File: config.mk
export PLATFORM = sky130hd
export DESIGN_NAME = esp_setpoint_port
export DESIGN_NICKNAME = d
export VERILOG_FILES = /design/src/esp_pkg.sv /design/src/esp_setpoint_port.sv
export VERILOG_INCLUDE_DIRS = /design/src
export SDC_FILE = /design/constraint.sdc
export NUM_CORES = 1
export LEC_CHECK = 0
export BUFFER_PORTS_ARGS = -buffer_cell sky130_fd_sc_hd__buf_2
export CAP_MARGIN = 0
export CORE_AREA = 2 2 119 121
export CTS_CLUSTER_SIZE = 25
export DETAILED_ROUTE_END_ITERATION = 8
export DIE_AREA = 0 0 121 123
export HOLD_SLACK_MARGIN = 0.05
export PLACE_DENSITY = 0.79
export SKIP_LAST_GASP = 1
export SLEW_MARGIN = 40
export SYNTH_ARGS = -nofsm -noshare
export SYNTH_HDL_FRONTEND = slang
export SYNTH_SLANG_ARGS = --single-unit
File: constraint.sdc
create_clock -name mclk -period 2.6 [get_ports mclk]
set_clock_uncertainty 0.1 [all_clocks]
set_input_delay 0.26 -clock mclk [delete_from_list [all_inputs] [get_ports mclk]]
set_output_delay 0.26 -clock mclk [all_outputs]
set_load 0.005 [all_outputs]
File: src/esp_consts.svh
// Constants for the setpoint and telemetry port
`ifndef ESP_CONSTS_SVH
`define ESP_CONSTS_SVH

`define ESP_CLK_HZ          10000000
`define ESP_BUS_ADDR        7'h29
`define ESP_BUS_STOP_TH     8'h09
`define ESP_BUS_START_TH    8'h0a
`define ESP_BUS_FULL_TH     8'hf5
`define ESP_TIMEOUT_MS      500
`define ESP_PULSE_STOP_US   1080
`define ESP_PULSE_START_US  1090
`define ESP_PULSE_FULL_US   1900
`define ESP_PULSE_MAX_US    2500
`define ESP_CODE_IDLE       8'hfa
`define ESP_CODE_START      8'h28
`define ESP_CODE_RUN        8'hff
`define ESP_SAT8            8'hff
`define ESP_SP_MAX          8'hff
`define ESP_OT_LIMIT        9'h064
`define ESP_OC_LIMIT        10'h190
`define ESP_FW_VERSION      16'h0100
`define ESP_HW_ID           8'h5a
`define ESP_BUS_BYTES       4'h9

`endif

File: src/esp_pkg.sv
// Types shared by the setpoint and telemetry port
package esp_pkg;

  typedef enum logic [1:0] {
    MOT_IDLE  = 2'b00,
    MOT_START = 2'b01,
    MOT_RUN   = 2'b10
  } esp_motor_e;

  typedef enum logic [2:0] {
    BUS_IDLE  = 3'b000,
    BUS_ADDR  = 3'b001,
    BUS_ACK   = 3'b010,
    BUS_WDATA = 3'b011,
    BUS_RDATA = 3'b100,
    BUS_RACK  = 3'b101
  } esp_bus_e;

  // Measurements supplied by the front ends
  typedef struct packed {
    logic [9:0]  current;     // 0.1 A per count
    logic [8:0]  temp;        // Signed degrees C
    logic [9:0]  voltage;     // 0.1 V per count
    logic [15:0] commPeriod;  // Microseconds
    logic        startDone;
    logic        faultIn;
  } esp_telem_s;

  typedef struct packed {
    logic       motorOn;
    logic       fullPower;
    logic [7:0] setpoint;
    logic       runFlag;
    logic       failFlag;
    logic       timeoutFlag;
    logic       overheatFlag;
    logic       overcurrentFlag;
  } esp_status_s;

endpackage

File: src/esp_setpoint_port.sv
// Setpoint receiver (bus or pulse) with telemetry read-back over the two-wire bus
`timescale 1ns/1ps
`include "esp_consts.svh"

module esp_setpoint_port
  import esp_pkg::*;
#(
  parameter logic [6:0] SLAVE_ADDR  = `ESP_BUS_ADDR,
  parameter logic [7:0] HW_ID       = `ESP_HW_ID,      // Arbitrary value
  parameter logic [15:0] FW_VERSION = `ESP_FW_VERSION, // Arbitrary value
  parameter int TIMEOUT_CYC  = `ESP_TIMEOUT_MS * (`ESP_CLK_HZ / 1000),
  parameter int STOP_CYC     = `ESP_PULSE_STOP_US * (`ESP_CLK_HZ / 1000000),
  parameter int START_CYC    = `ESP_PULSE_START_US * (`ESP_CLK_HZ / 1000000),
  parameter int FULL_CYC     = `ESP_PULSE_FULL_US * (`ESP_CLK_HZ / 1000000),
  parameter int MAX_CYC      = `ESP_PULSE_MAX_US * (`ESP_CLK_HZ / 1000000),
  parameter int TO_W         = 23,
  parameter int PW_W         = 16
) (
  input  wire logic        mclk,
  input  wire logic        rst,
  input  wire logic        pulseMode,
  input  wire logic        pulseIn,
  input  wire logic        scl,
  input  wire logic        sdaIn,
  output logic             sdaOut,
  output logic             sdaOe,
  input  wire esp_telem_s  telem,
  output esp_status_s      status
);

  localparam int STEP_CYC = (FULL_CYC - STOP_CYC) / 255;

  // Pins are synchronous; two register stages per pin give edge detection
  logic sclQ, sclP, sdaQ, sdaP, pulseQ, pulseP;
  always_ff @(posedge mclk) begin
    if (rst) begin
      sclQ <= 1'b1; sclP <= 1'b1; sdaQ <= 1'b1; sdaP <= 1'b1;
      pulseQ <= 1'b0; pulseP <= 1'b0;
    end else begin
      sclQ <= scl; sclP <= sclQ; sdaQ <= sdaIn; sdaP <= sdaQ;
      pulseQ <= pulseIn; pulseP <= pulseQ;
    end
  end

  logic sclRise, sclFall, busStart, busStop;
  assign sclRise  = sclQ & ~sclP;
  assign sclFall  = ~sclQ & sclP;
  assign busStart = sclQ & sclP & sdaP & ~sdaQ;
  assign busStop  = sclQ & sclP & ~sdaP & sdaQ;

  // ---------------- Two-wire slave ----------------
  esp_bus_e   busSt_q;
  logic [3:0] bitCnt_q, byteIdx_q;
  logic [7:0] rxSh_q, txSh_q, txByte, spHigh_q;
  logic       rw_q, sda_q, busUpd_q;
  logic [15:0] spWord;
  esp_motor_e motSt_q;
  logic       toFlag_q, otFlag_q, ocFlag_q;

  assign spWord = {spHigh_q, 8'h00};

  // Byte served at read position byteIdx_q
  always_comb begin
    txByte = 8'h00;
    if (!pulseMode) begin
      unique case (byteIdx_q)
        4'h0: txByte = (telem.current > 10'({`ESP_SAT8})) ? `ESP_SAT8
                       : telem.current[7:0];
        4'h1: txByte = (motSt_q == MOT_IDLE)  ? `ESP_CODE_IDLE :
                       (motSt_q == MOT_START) ? `ESP_CODE_START : `ESP_CODE_RUN;
        4'h2: txByte = telem.temp[8] ? 8'h00 : telem.temp[7:0];
        4'h3: txByte = (telem.voltage > 10'({`ESP_SAT8})) ? `ESP_SAT8
                       : telem.voltage[7:0];
        4'h4: txByte = telem.commPeriod[15:8];
        4'h5: txByte = telem.commPeriod[7:0];
        4'h6: txByte = FW_VERSION[15:8];
        4'h7: txByte = FW_VERSION[7:0];
        4'h8: txByte = HW_ID;
        default: txByte = 8'h00;
      endcase
    end else begin
      unique case (byteIdx_q)
        4'h0: txByte = {motSt_q != MOT_IDLE, status.failFlag, toFlag_q, otFlag_q,
                        ocFlag_q, 1'b0, telem.current[9:8]};
        4'h1: txByte = telem.current[7:0];
        4'h2: txByte = telem.temp[8] ? 8'h00 : telem.temp[7:0];
        4'h3: txByte = {6'h00, telem.voltage[9:8]};
        4'h4: txByte = telem.voltage[7:0];
        4'h6: txByte = FW_VERSION[15:8];
        4'h7: txByte = FW_VERSION[7:0];
        4'h8: txByte = HW_ID;
        default: txByte = 8'h00;
      endcase
    end
  end

  always_ff @(posedge mclk) begin
    if (rst) begin
      busSt_q <= BUS_IDLE; bitCnt_q <= 4'h0; byteIdx_q <= 4'h0;
      rxSh_q <= 8'h00; txSh_q <= 8'h00; rw_q <= 1'b0; sda_q <= 1'b0;
      spHigh_q <= 8'h00; busUpd_q <= 1'b0;
    end else begin
      busUpd_q <= 1'b0;
      if (busStop) begin
        busSt_q <= BUS_IDLE;
        sda_q <= 1'b0;
      end else if (busStart) begin
        busSt_q <= BUS_ADDR; bitCnt_q <= 4'h0; byteIdx_q <= 4'h0;
        sda_q <= 1'b0;
      end else begin
        unique case (busSt_q)
          BUS_IDLE: ;
          BUS_ADDR, BUS_WDATA: begin
            if (sclRise) begin
              rxSh_q <= {rxSh_q[6:0], sdaQ};
              bitCnt_q <= bitCnt_q + 4'h1;
            end else if (sclFall && bitCnt_q == 4'h8) begin
              if (busSt_q == BUS_ADDR) begin
                // Write and read share one address, only the last bit differs
                if (rxSh_q[7:1] == SLAVE_ADDR) begin
                  rw_q <= rxSh_q[0];
                  sda_q <= 1'b1;
                  busSt_q <= BUS_ACK;
                end else begin
                  busSt_q <= BUS_IDLE;
                end
              end else begin
                if (byteIdx_q == 4'h0 && !pulseMode) begin
                  spHigh_q <= rxSh_q;
                  busUpd_q <= 1'b1;
                end
                // The low byte is acknowledged but not kept
                byteIdx_q <= byteIdx_q + 4'h1;
                sda_q <= 1'b1;
                busSt_q <= BUS_ACK;
              end
            end
          end
          BUS_ACK: begin
            if (sclFall) begin
              bitCnt_q <= 4'h0;
              if (rw_q) begin
                sda_q <= ~txByte[7];
                txSh_q <= {txByte[6:0], 1'b1};
                busSt_q <= BUS_RDATA;
              end else begin
                sda_q <= 1'b0;
                busSt_q <= BUS_WDATA;
              end
            end
          end
          BUS_RDATA: begin
            if (sclRise) begin
              bitCnt_q <= bitCnt_q + 4'h1;
            end else if (sclFall) begin
              if (bitCnt_q == 4'h8) begin
                sda_q <= 1'b0;
                byteIdx_q <= byteIdx_q + 4'h1;
                busSt_q <= BUS_RACK;
              end else begin
                sda_q <= ~txSh_q[7];
                txSh_q <= {txSh_q[6:0], 1'b1};
              end
            end
          end
          BUS_RACK: begin
            if (sclRise && sdaQ) begin
              busSt_q <= BUS_IDLE;
            end else if (sclFall) begin
              bitCnt_q <= 4'h0;
              sda_q <= ~txByte[7];
              txSh_q <= {txByte[6:0], 1'b1};
              busSt_q <= BUS_RDATA;
            end
          end
          default: busSt_q <= BUS_IDLE;
        endcase
      end
    end
  end

  assign sdaOut = 1'b0;
  assign sdaOe  = sda_q;

  // ---------------- Pulse width measurement ----------------
  logic [PW_W-1:0] hiCnt_q, stepCnt_q;
  logic [7:0]      pulseSp_q;
  logic            pulseUpd_q;
  logic [PW_W-1:0] pulseWidth_q;

  always_ff @(posedge mclk) begin
    if (rst) begin
      hiCnt_q <= '0; stepCnt_q <= '0; pulseSp_q <= 8'h00;
      pulseUpd_q <= 1'b0; pulseWidth_q <= '0;
    end else begin
      pulseUpd_q <= 1'b0;
      if (pulseQ && !pulseP) begin
        // The cycle that sees the rise already counts as high time
        hiCnt_q <= PW_W'(1); stepCnt_q <= '0; pulseSp_q <= 8'h00;
      end else if (pulseQ) begin
        if (hiCnt_q != PW_W'(MAX_CYC))
          hiCnt_q <= hiCnt_q + 1'b1;
        // Setpoint grows one count per step above the stop width
        if (hiCnt_q >= PW_W'(STOP_CYC)) begin
          if (stepCnt_q == PW_W'(STEP_CYC - 1)) begin
            stepCnt_q <= '0;
            if (pulseSp_q != `ESP_SP_MAX)
              pulseSp_q <= pulseSp_q + 8'h01;
          end else begin
            stepCnt_q <= stepCnt_q + 1'b1;
          end
        end
      end else if (pulseP && hiCnt_q != PW_W'(MAX_CYC) && pulseMode) begin
        // Over-long pulses count as missing, so they let the timeout run
        pulseUpd_q <= 1'b1;
        pulseWidth_q <= hiCnt_q;
      end
    end
  end

  // ---------------- Motor command ----------------
  logic upd, cmdStop, cmdStart, cmdFull;
  logic [TO_W-1:0] toCnt_q;
  logic fullPower_q;
  logic [7:0] setpoint_q;

  always_comb begin
    upd = pulseMode ? pulseUpd_q : busUpd_q;
    if (pulseMode) begin
      cmdStop  = pulseWidth_q < PW_W'(STOP_CYC);
      cmdStart = pulseWidth_q > PW_W'(START_CYC);
      cmdFull  = pulseWidth_q > PW_W'(FULL_CYC);
    end else begin
      cmdStop  = spWord[15:8] < `ESP_BUS_STOP_TH;
      cmdStart = spWord[15:8] > `ESP_BUS_START_TH;
      cmdFull  = spWord[15:8] > `ESP_BUS_FULL_TH;
    end
  end

  always_ff @(posedge mclk) begin
    if (rst) begin
      toCnt_q <= '0;
      toFlag_q <= 1'b0;
    end else if (upd) begin
      toCnt_q <= '0;
      toFlag_q <= 1'b0;
    end else if (toCnt_q == TO_W'(TIMEOUT_CYC - 1)) begin
      toFlag_q <= 1'b1;
    end else begin
      toCnt_q <= toCnt_q + 1'b1;
    end
  end

  always_ff @(posedge mclk) begin
    if (rst) begin
      motSt_q <= MOT_IDLE;
      fullPower_q <= 1'b0;
      setpoint_q <= 8'h00;
    end else if (upd) begin
      // A fresh update outranks a pending timeout, so the motor can restart at once
      setpoint_q <= cmdStop ? 8'h00 : (pulseMode ? pulseSp_q : spWord[15:8]);
      fullPower_q <= cmdFull && !cmdStop;
      if (cmdStop)
        motSt_q <= MOT_IDLE;
      else if (cmdStart && motSt_q == MOT_IDLE)
        motSt_q <= MOT_START;
    end else if (toFlag_q) begin
      motSt_q <= MOT_IDLE;
      fullPower_q <= 1'b0;
      setpoint_q <= 8'h00;
    end else if (motSt_q == MOT_START && telem.startDone) begin
      motSt_q <= MOT_RUN;
    end
  end

  always_ff @(posedge mclk) begin
    if (rst) begin
      otFlag_q <= 1'b0;
      ocFlag_q <= 1'b0;
    end else begin
      otFlag_q <= $signed(telem.temp) > $signed(`ESP_OT_LIMIT);
      ocFlag_q <= telem.current > `ESP_OC_LIMIT;
    end
  end

  always_ff @(posedge mclk) begin
    if (rst) begin
      status <= '0;
    end else begin
      status.motorOn <= motSt_q != MOT_IDLE;
      status.fullPower <= fullPower_q;
      status.setpoint <= setpoint_q;
      status.runFlag <= motSt_q != MOT_IDLE;
      status.failFlag <= otFlag_q | ocFlag_q | telem.faultIn;
      status.timeoutFlag <= toFlag_q;
      status.overheatFlag <= otFlag_q;
      status.overcurrentFlag <= ocFlag_q;
    end
  end
endmodule

## Word level (Yosys, flattened, before mapping)

Cells that the tools add are included.

- Register bits after elaboration: 152
- Input port bits: 53
- Logic and storage cells: 242

- $add $sub $neg: 6
- Magnitude comparators: 11
- Equality and inequality tests: 43
- Muxes and demuxes: 75
- Bitwise operators: 24
- Reduce and logical (&&, ||, !) cells: 47

Operator list:

| operator | number |
|---|---|
| 2-to-1 mux 8 bit | 17 |
| case mux 8 bit (8 select lines) | 1 |
| case mux 8 bit (7 select lines) | 1 |
| 2-to-1 mux 4 bit | 11 |
| adder 16 x 1 -> 16 bit (second input constant) | 2 |
| 2-to-1 mux 3 bit | 10 |
| inequality test 3 bit (second input constant) | 10 |
| case mux 8 bit (3 select lines) | 1 |
| AND reduction 8 bit | 3 |
| adder 23 x 1 -> 23 bit (second input constant) | 1 |
| == test 23 bit (second input constant) | 1 |
| 2-to-1 mux 1 bit | 23 |
| inequality test 2 bit (second input constant) | 11 |
| greater-than comparator 10 x 8 -> 1 bit (second input constant) | 2 |
| == test 16 x 5 -> 1 bit (second input constant) | 1 |
| greater-or-equal comparator 16 x 14 -> 1 bit (second input constant) | 1 |
| greater-than comparator 16 x 14 -> 1 bit (second input constant) | 1 |
| greater-than comparator 16 x 15 -> 1 bit (second input constant) | 1 |
| less-than comparator 16 x 14 -> 1 bit (second input constant) | 1 |
| 2-to-1 mux 16 bit | 1 |
| inequality test 16 x 15 -> 1 bit (second input constant) | 1 |
| NOT 1 bit | 15 |
| case mux 3 bit (5 select lines) | 1 |
| AND reduction 7 bit | 2 |
| 41 further kinds | 87 |

## Logic depth before layout (Yosys ltp)

- Word-level depth: 9
- Depth in mapped cells: 9

## Least setup slack after synthesis

No wires, ideal clock.

- Kind: register to register
- From: register byteIdx_q[0]
- To: register spHigh_q[0]
- Setup time: 128 ps
- Data arrival time: 1811 ps
- Setup slack: 561 ps
- Cell stages (with the launch flop): 8
- Clock period less this slack: 2039 ps
- Cell sequence: dfxtp_1 inv_1 ha_1 or3b_2 nor4_2 buf_4 mux2i_1 nor2_1

- Longest elaborated chain between the ends: 3

RTL lines:

| item | line | text |
|---|---|---|
| from (decl) | esp_setpoint_port.sv:53 | `logic [3:0] bitCnt_q, byteIdx_q;` |
| from (signal assigned) | esp_setpoint_port.sv:133 | `byteIdx_q <= byteIdx_q + 4'h1;` |
| from (signal assigned) | esp_setpoint_port.sv:158 | `byteIdx_q <= byteIdx_q + 4'h1;` |
| logical NOT 4 bit | esp_setpoint_port.sv:128 | `if (byteIdx_q == 4'h0 && !pulseMode) begin` |
| logical AND 1 bit | esp_setpoint_port.sv:128 |  |
| AND reduction 7 bit (no line) | -- |  |
| to (signal assigned) | esp_setpoint_port.sv:129 | `spHigh_q <= rxSh_q;` |
| to (decl) | esp_setpoint_port.sv:54 | `logic [7:0] rxSh_q, txSh_q, txByte, spHigh_q;` |

Every way passes these cells.
A chain may end at the register's enable or synchronous reset.

## Worst setup path in the final report

- From: register byteIdx_q[0]
- To: register spHigh_q[7]

Same word-level chain as after synthesis.

==> impl_metrics.py <==
metrics = {
    "outcome": {
        "outcome": "finished, final reports clean",
    },
    "place": {
        "dpl.hpwl_um": 13530,
        "port_buffers": 68,
        "place.gp.congestion": 0.9538,
        "dp_cells": 1158,
    },
    "sta": {
        "fmax_ghz": 0.4342,
        "rsz0062_at_grt": "false",
        "fin_crit_sh_pct": 88.57,
        "hold_viol": 0,
        "finalMaxSlewViolations": 0,
        "fin_crit_ns": 2.303,
        "fin_setup_tns_ns": 0,
        "finalSetupViolations": 0,
        "relSlewSlack_pct": 47.57,
        "tightest_slew_ns": 0.7846,
    },
    "worst_hold_path": {
        "min_delay_worst_endpoint": "motSt_q[0]$_SDFFE_PP0P_",
        "hp-class": "input port to flip-flop",
        "min_from": "telem[1]",
        "holdPathStages": 3,
    },
    "drt": {
        "drt_iter0_markers": 595,
        "dr.pass1.iters": 7,
        "post-route-drc-count": 0,
        "totalWireLength_um": 19570,
        "routedWlPerCell_um": 16.31,
        "drtAntennaViolNets": 0,
        "num_vias": 7198,
        "via_per_inst": 5.998,
    },
    "floorplan": {
        "row_count": 43,
        "dieWidth_um": 121,
        "io_pins": 70,
        "die_height_um": 123,
        "die-area_mm2": 0.01488,
        "core-area_mm2": 0.01361,
        "start_util_pct": 58.57,
    },
    "global_route": {
        "met2_usage_pct": 44.28,
        "busiest_layer": "met2",
        "grt_max_degree": 48,
        "grt_antenna_before_repair": 1,
        "met1_usage_pct": 35.37,
        "grt_usage_pct": 26.90,
        "grt_use_met3_pct": 4.428,
        "grt_pass1_vias": 6773,
        "grt_pass1_wl_um": 32510,
        "overflow": 0,
    },
    "setup_path": {
        "critPathBufInv": 2,
        "critical_path.top_delay_family": "simple AND/OR/NAND/NOR gates",
        "r2r_end": "spHigh_q[7]$_SDFFE_PP0P_",
        "max_stage_delay_ns": 0.52,
        "cp_cell_sequence": "inv_1 > ha_1 > or3b_2 > nor4_2 > buf_4 > mux2i_1 > nor2_1",
        "cp_max_fo": 9,
        "cp-start-kind": "flip-flop",
        "crit_type": "flip-flop to flip-flop",
        "rr_startpoint": "byteIdx_q[0]$_SDFFE_PP0P_",
        "worst_path_max_delay_cell": "or3b_2",
        "cp.required_ns": 2.80,
        "arrival_ns": 2.50,
        "critPathCaptureType": "flip-flop",
        "r2r_setup_slack_ns": 0.30,
        "r2r_cells": 7,
    },
    "yosys": {
        "synth_cells": 942,
        "yosysSeqAreaShare_pct": 38.17,
        "ys_async_sr_fraction_pct": 0,
        "post-synth-top-area-cell": "dfxtp_1",
        "yosys-top-cells-area": "dfxtp_1, mux2i_1, nor2_1, a21oi_1, o21ai_0",
        "netlist_area_mm2": 0.007973,
        "synth_top_area_share_pct": 38.17,
        "synth_edf_count": 0,
        "avgSynthCellArea_um2": 8.464,
        "ys_ff_latch": 152,
        "synth_flop_cell": "dfxtp_1",
        "ys_warn_count": 0,
        "synth_cell_types": 84,
        "syn_nets": 1006,
    },
    "pwr": {
        "p_clk_share_pct": 49.0,
        "powerDensity_mw_per_mm2": 578.1,
        "ir_drop_v": 0.0004689,
        "p_int_w": 0.004069,
        "switching_share_pct": 22.87,
        "finalPower_w": 0.005276,
        "p_seq_share_pct": 45.0,
        "switchingPower_w": 0.001207,
        "total_leakage_power_nw": 3.488,
        "comb_power_share_pct": 6.1,
    },
    "clock_network": {
        "cts_setup_buffers": 0,
        "clkSinkCount": 152,
        "root_buffer": "clkbuf_16",
        "clk_latency_ns": 0.43,
        "cts_tree": "yes",
        "h-tree-depth": 4,
        "clockBufferDepth": 2,
        "cts_made_buffers": 17,
        "cts_repair_resize_count": 0,
        "path_clk_slew_ns": 0.06,
    },
    "cells_and_area": {
        "drive_gt1_share_pct": 14.82,
        "syn2layout_area_growth_pct": 14.47,
        "fin_nets": 1070,
        "stdcell_count": 1200,
        "layout_common_cells": "dfxtp_1, nor2_1, nand2_1, buf_2",
        "final_common_cell": "dfxtp_1",
    },
    "run": {
        "cap_viol_max_count": 0,
    },
}
[worst min-delay path, delay by kind of cell]
kind / cells / cell delay (ns)
AO/OA/AOI/OAI: 2 / 0.22
buffers and inverters: 1 / 0.08
[worst max-delay path by stage]
stage	cells after the start	slack (ns)	to	startpoint
6_report	7	0.30	spHigh_q[7]$_SDFFE_PP0P_	byteIdx_q[0]$_SDFFE_PP0P_
3_5_place_dp	7	0.31	spHigh_q[7]$_SDFFE_PP0P_	byteIdx_q[0]$_SDFFE_PP0P_
3_3_place_gp	7	0.40	spHigh_q[3]$_SDFFE_PP0P_	byteIdx_q[0]$_SDFFE_PP0P_
5_1_grt	7	0.1	txSh_q[2]$_SDFFE_PP0P_	byteIdx_q[0]$_SDFFE_PP0P_
4_1_cts	7	0.31	spHigh_q[7]$_SDFFE_PP0P_	byteIdx_q[0]$_SDFFE_PP0P_
2_1_floorplan	7	0.56	spHigh_q[0]$_SDFFE_PP0P_	byteIdx_q[0]$_SDFFE_PP0P_
[final cells by class]
type	count	area, µm²
flip-flops and latches	152	3043
fillers	1129	4486
clock inverters	10	141.4
clock buffers	22	474.2
inverters	29	108.9
multi-input cells	711	4571
diodes	1	2.502
repair buffers	95	560.5
well taps	180	225.2
[synth_stat cells, drive strengths merged, types with 7 or more instances]
master and number:
and3 10, nand4 20, or3 16, a21oi 60
nand3 23, ha 11, a211oi 7, nand2 79
nor3b 8, xor2 20, o211ai 8, buf 24
o21ai 65, nor4 11, o31ai 13, nand2b 18
and4 8, dfxtp 152, nor2b 25, or4 10
clkbuf 26, nor3 20, mux2i 48, o2111ai 12
nor2 96, inv 27, xnor2 11, and2 11
o2bb2ai 9, a311oi 7
[logic make-up after synthesis]
group	count (synthesis)	synth area share (%)
adders and majority gates	11	1.726
muxes	49	6.168
DFF	152	38.17
and+or+nand+nor	383	26.22
other	1	0.04704
AOI/OAI and AO/OA	236	19.76
xor gates and xnor gates	31	3.406
buffers and inverters	79	4.504
[power groups by stage]
stage               clock network (W)  registers [W]  logic [W]
floorplan                           0        0.00241   0.000202
global placement                    0        0.00242   0.000302
detailed placement                  0        0.00242   0.000302
CTS                           0.00261        0.00237   0.000314
global route                  0.00270        0.00237   0.000350
finish                        0.00258        0.00237   0.000320
[flip-flops by register name (all words and copies together), names as in the netlist, 14 cells and up]
register	flops
hiCnt_q	16
pulseWidth_q	16
status	14
stepCnt_q	16
toCnt_q	23
[metal layers]
layer | vias up | share of wire [%] | wire, µm
met4 | 0 | 1.9 | 374
met2 | 196 | 47 | 9293
met5 | - | 0 | 0
met1 | 3397 | 46 | 8930
li1 | 3574 | - | -
met3 | 31 | 5.0 | 970
[repair_timing]
item | CTS | global route
endpoints found under the hold margin | 6 | 0
endpoints found under the setup margin | 0 | 0
hold buffers | 8 | 0
[stage by stage]
| step | instance area (µm²) | hold WS [ns] | util, % | worst slack, ns |
|---|---|---|---|---|
| final | 9126 | 0.08436 | 67.05 | 0.2971 |
| after global routing | 9126 | 0.1024 | 67.05 | 0.09870 |
| after CTS | 9119 | 0.06254 | 66.99 | 0.3058 |
| after detailed placement | 8423 | 0.3505 | 61.88 | 0.3109 |
| after global placement | 8423 | 0.3423 | 61.88 | 0.3983 |
| after floorplan | 7973 | 0.2393 | - | 0.5613 |
Note: power is estimated with default switching activity, not from simulation.
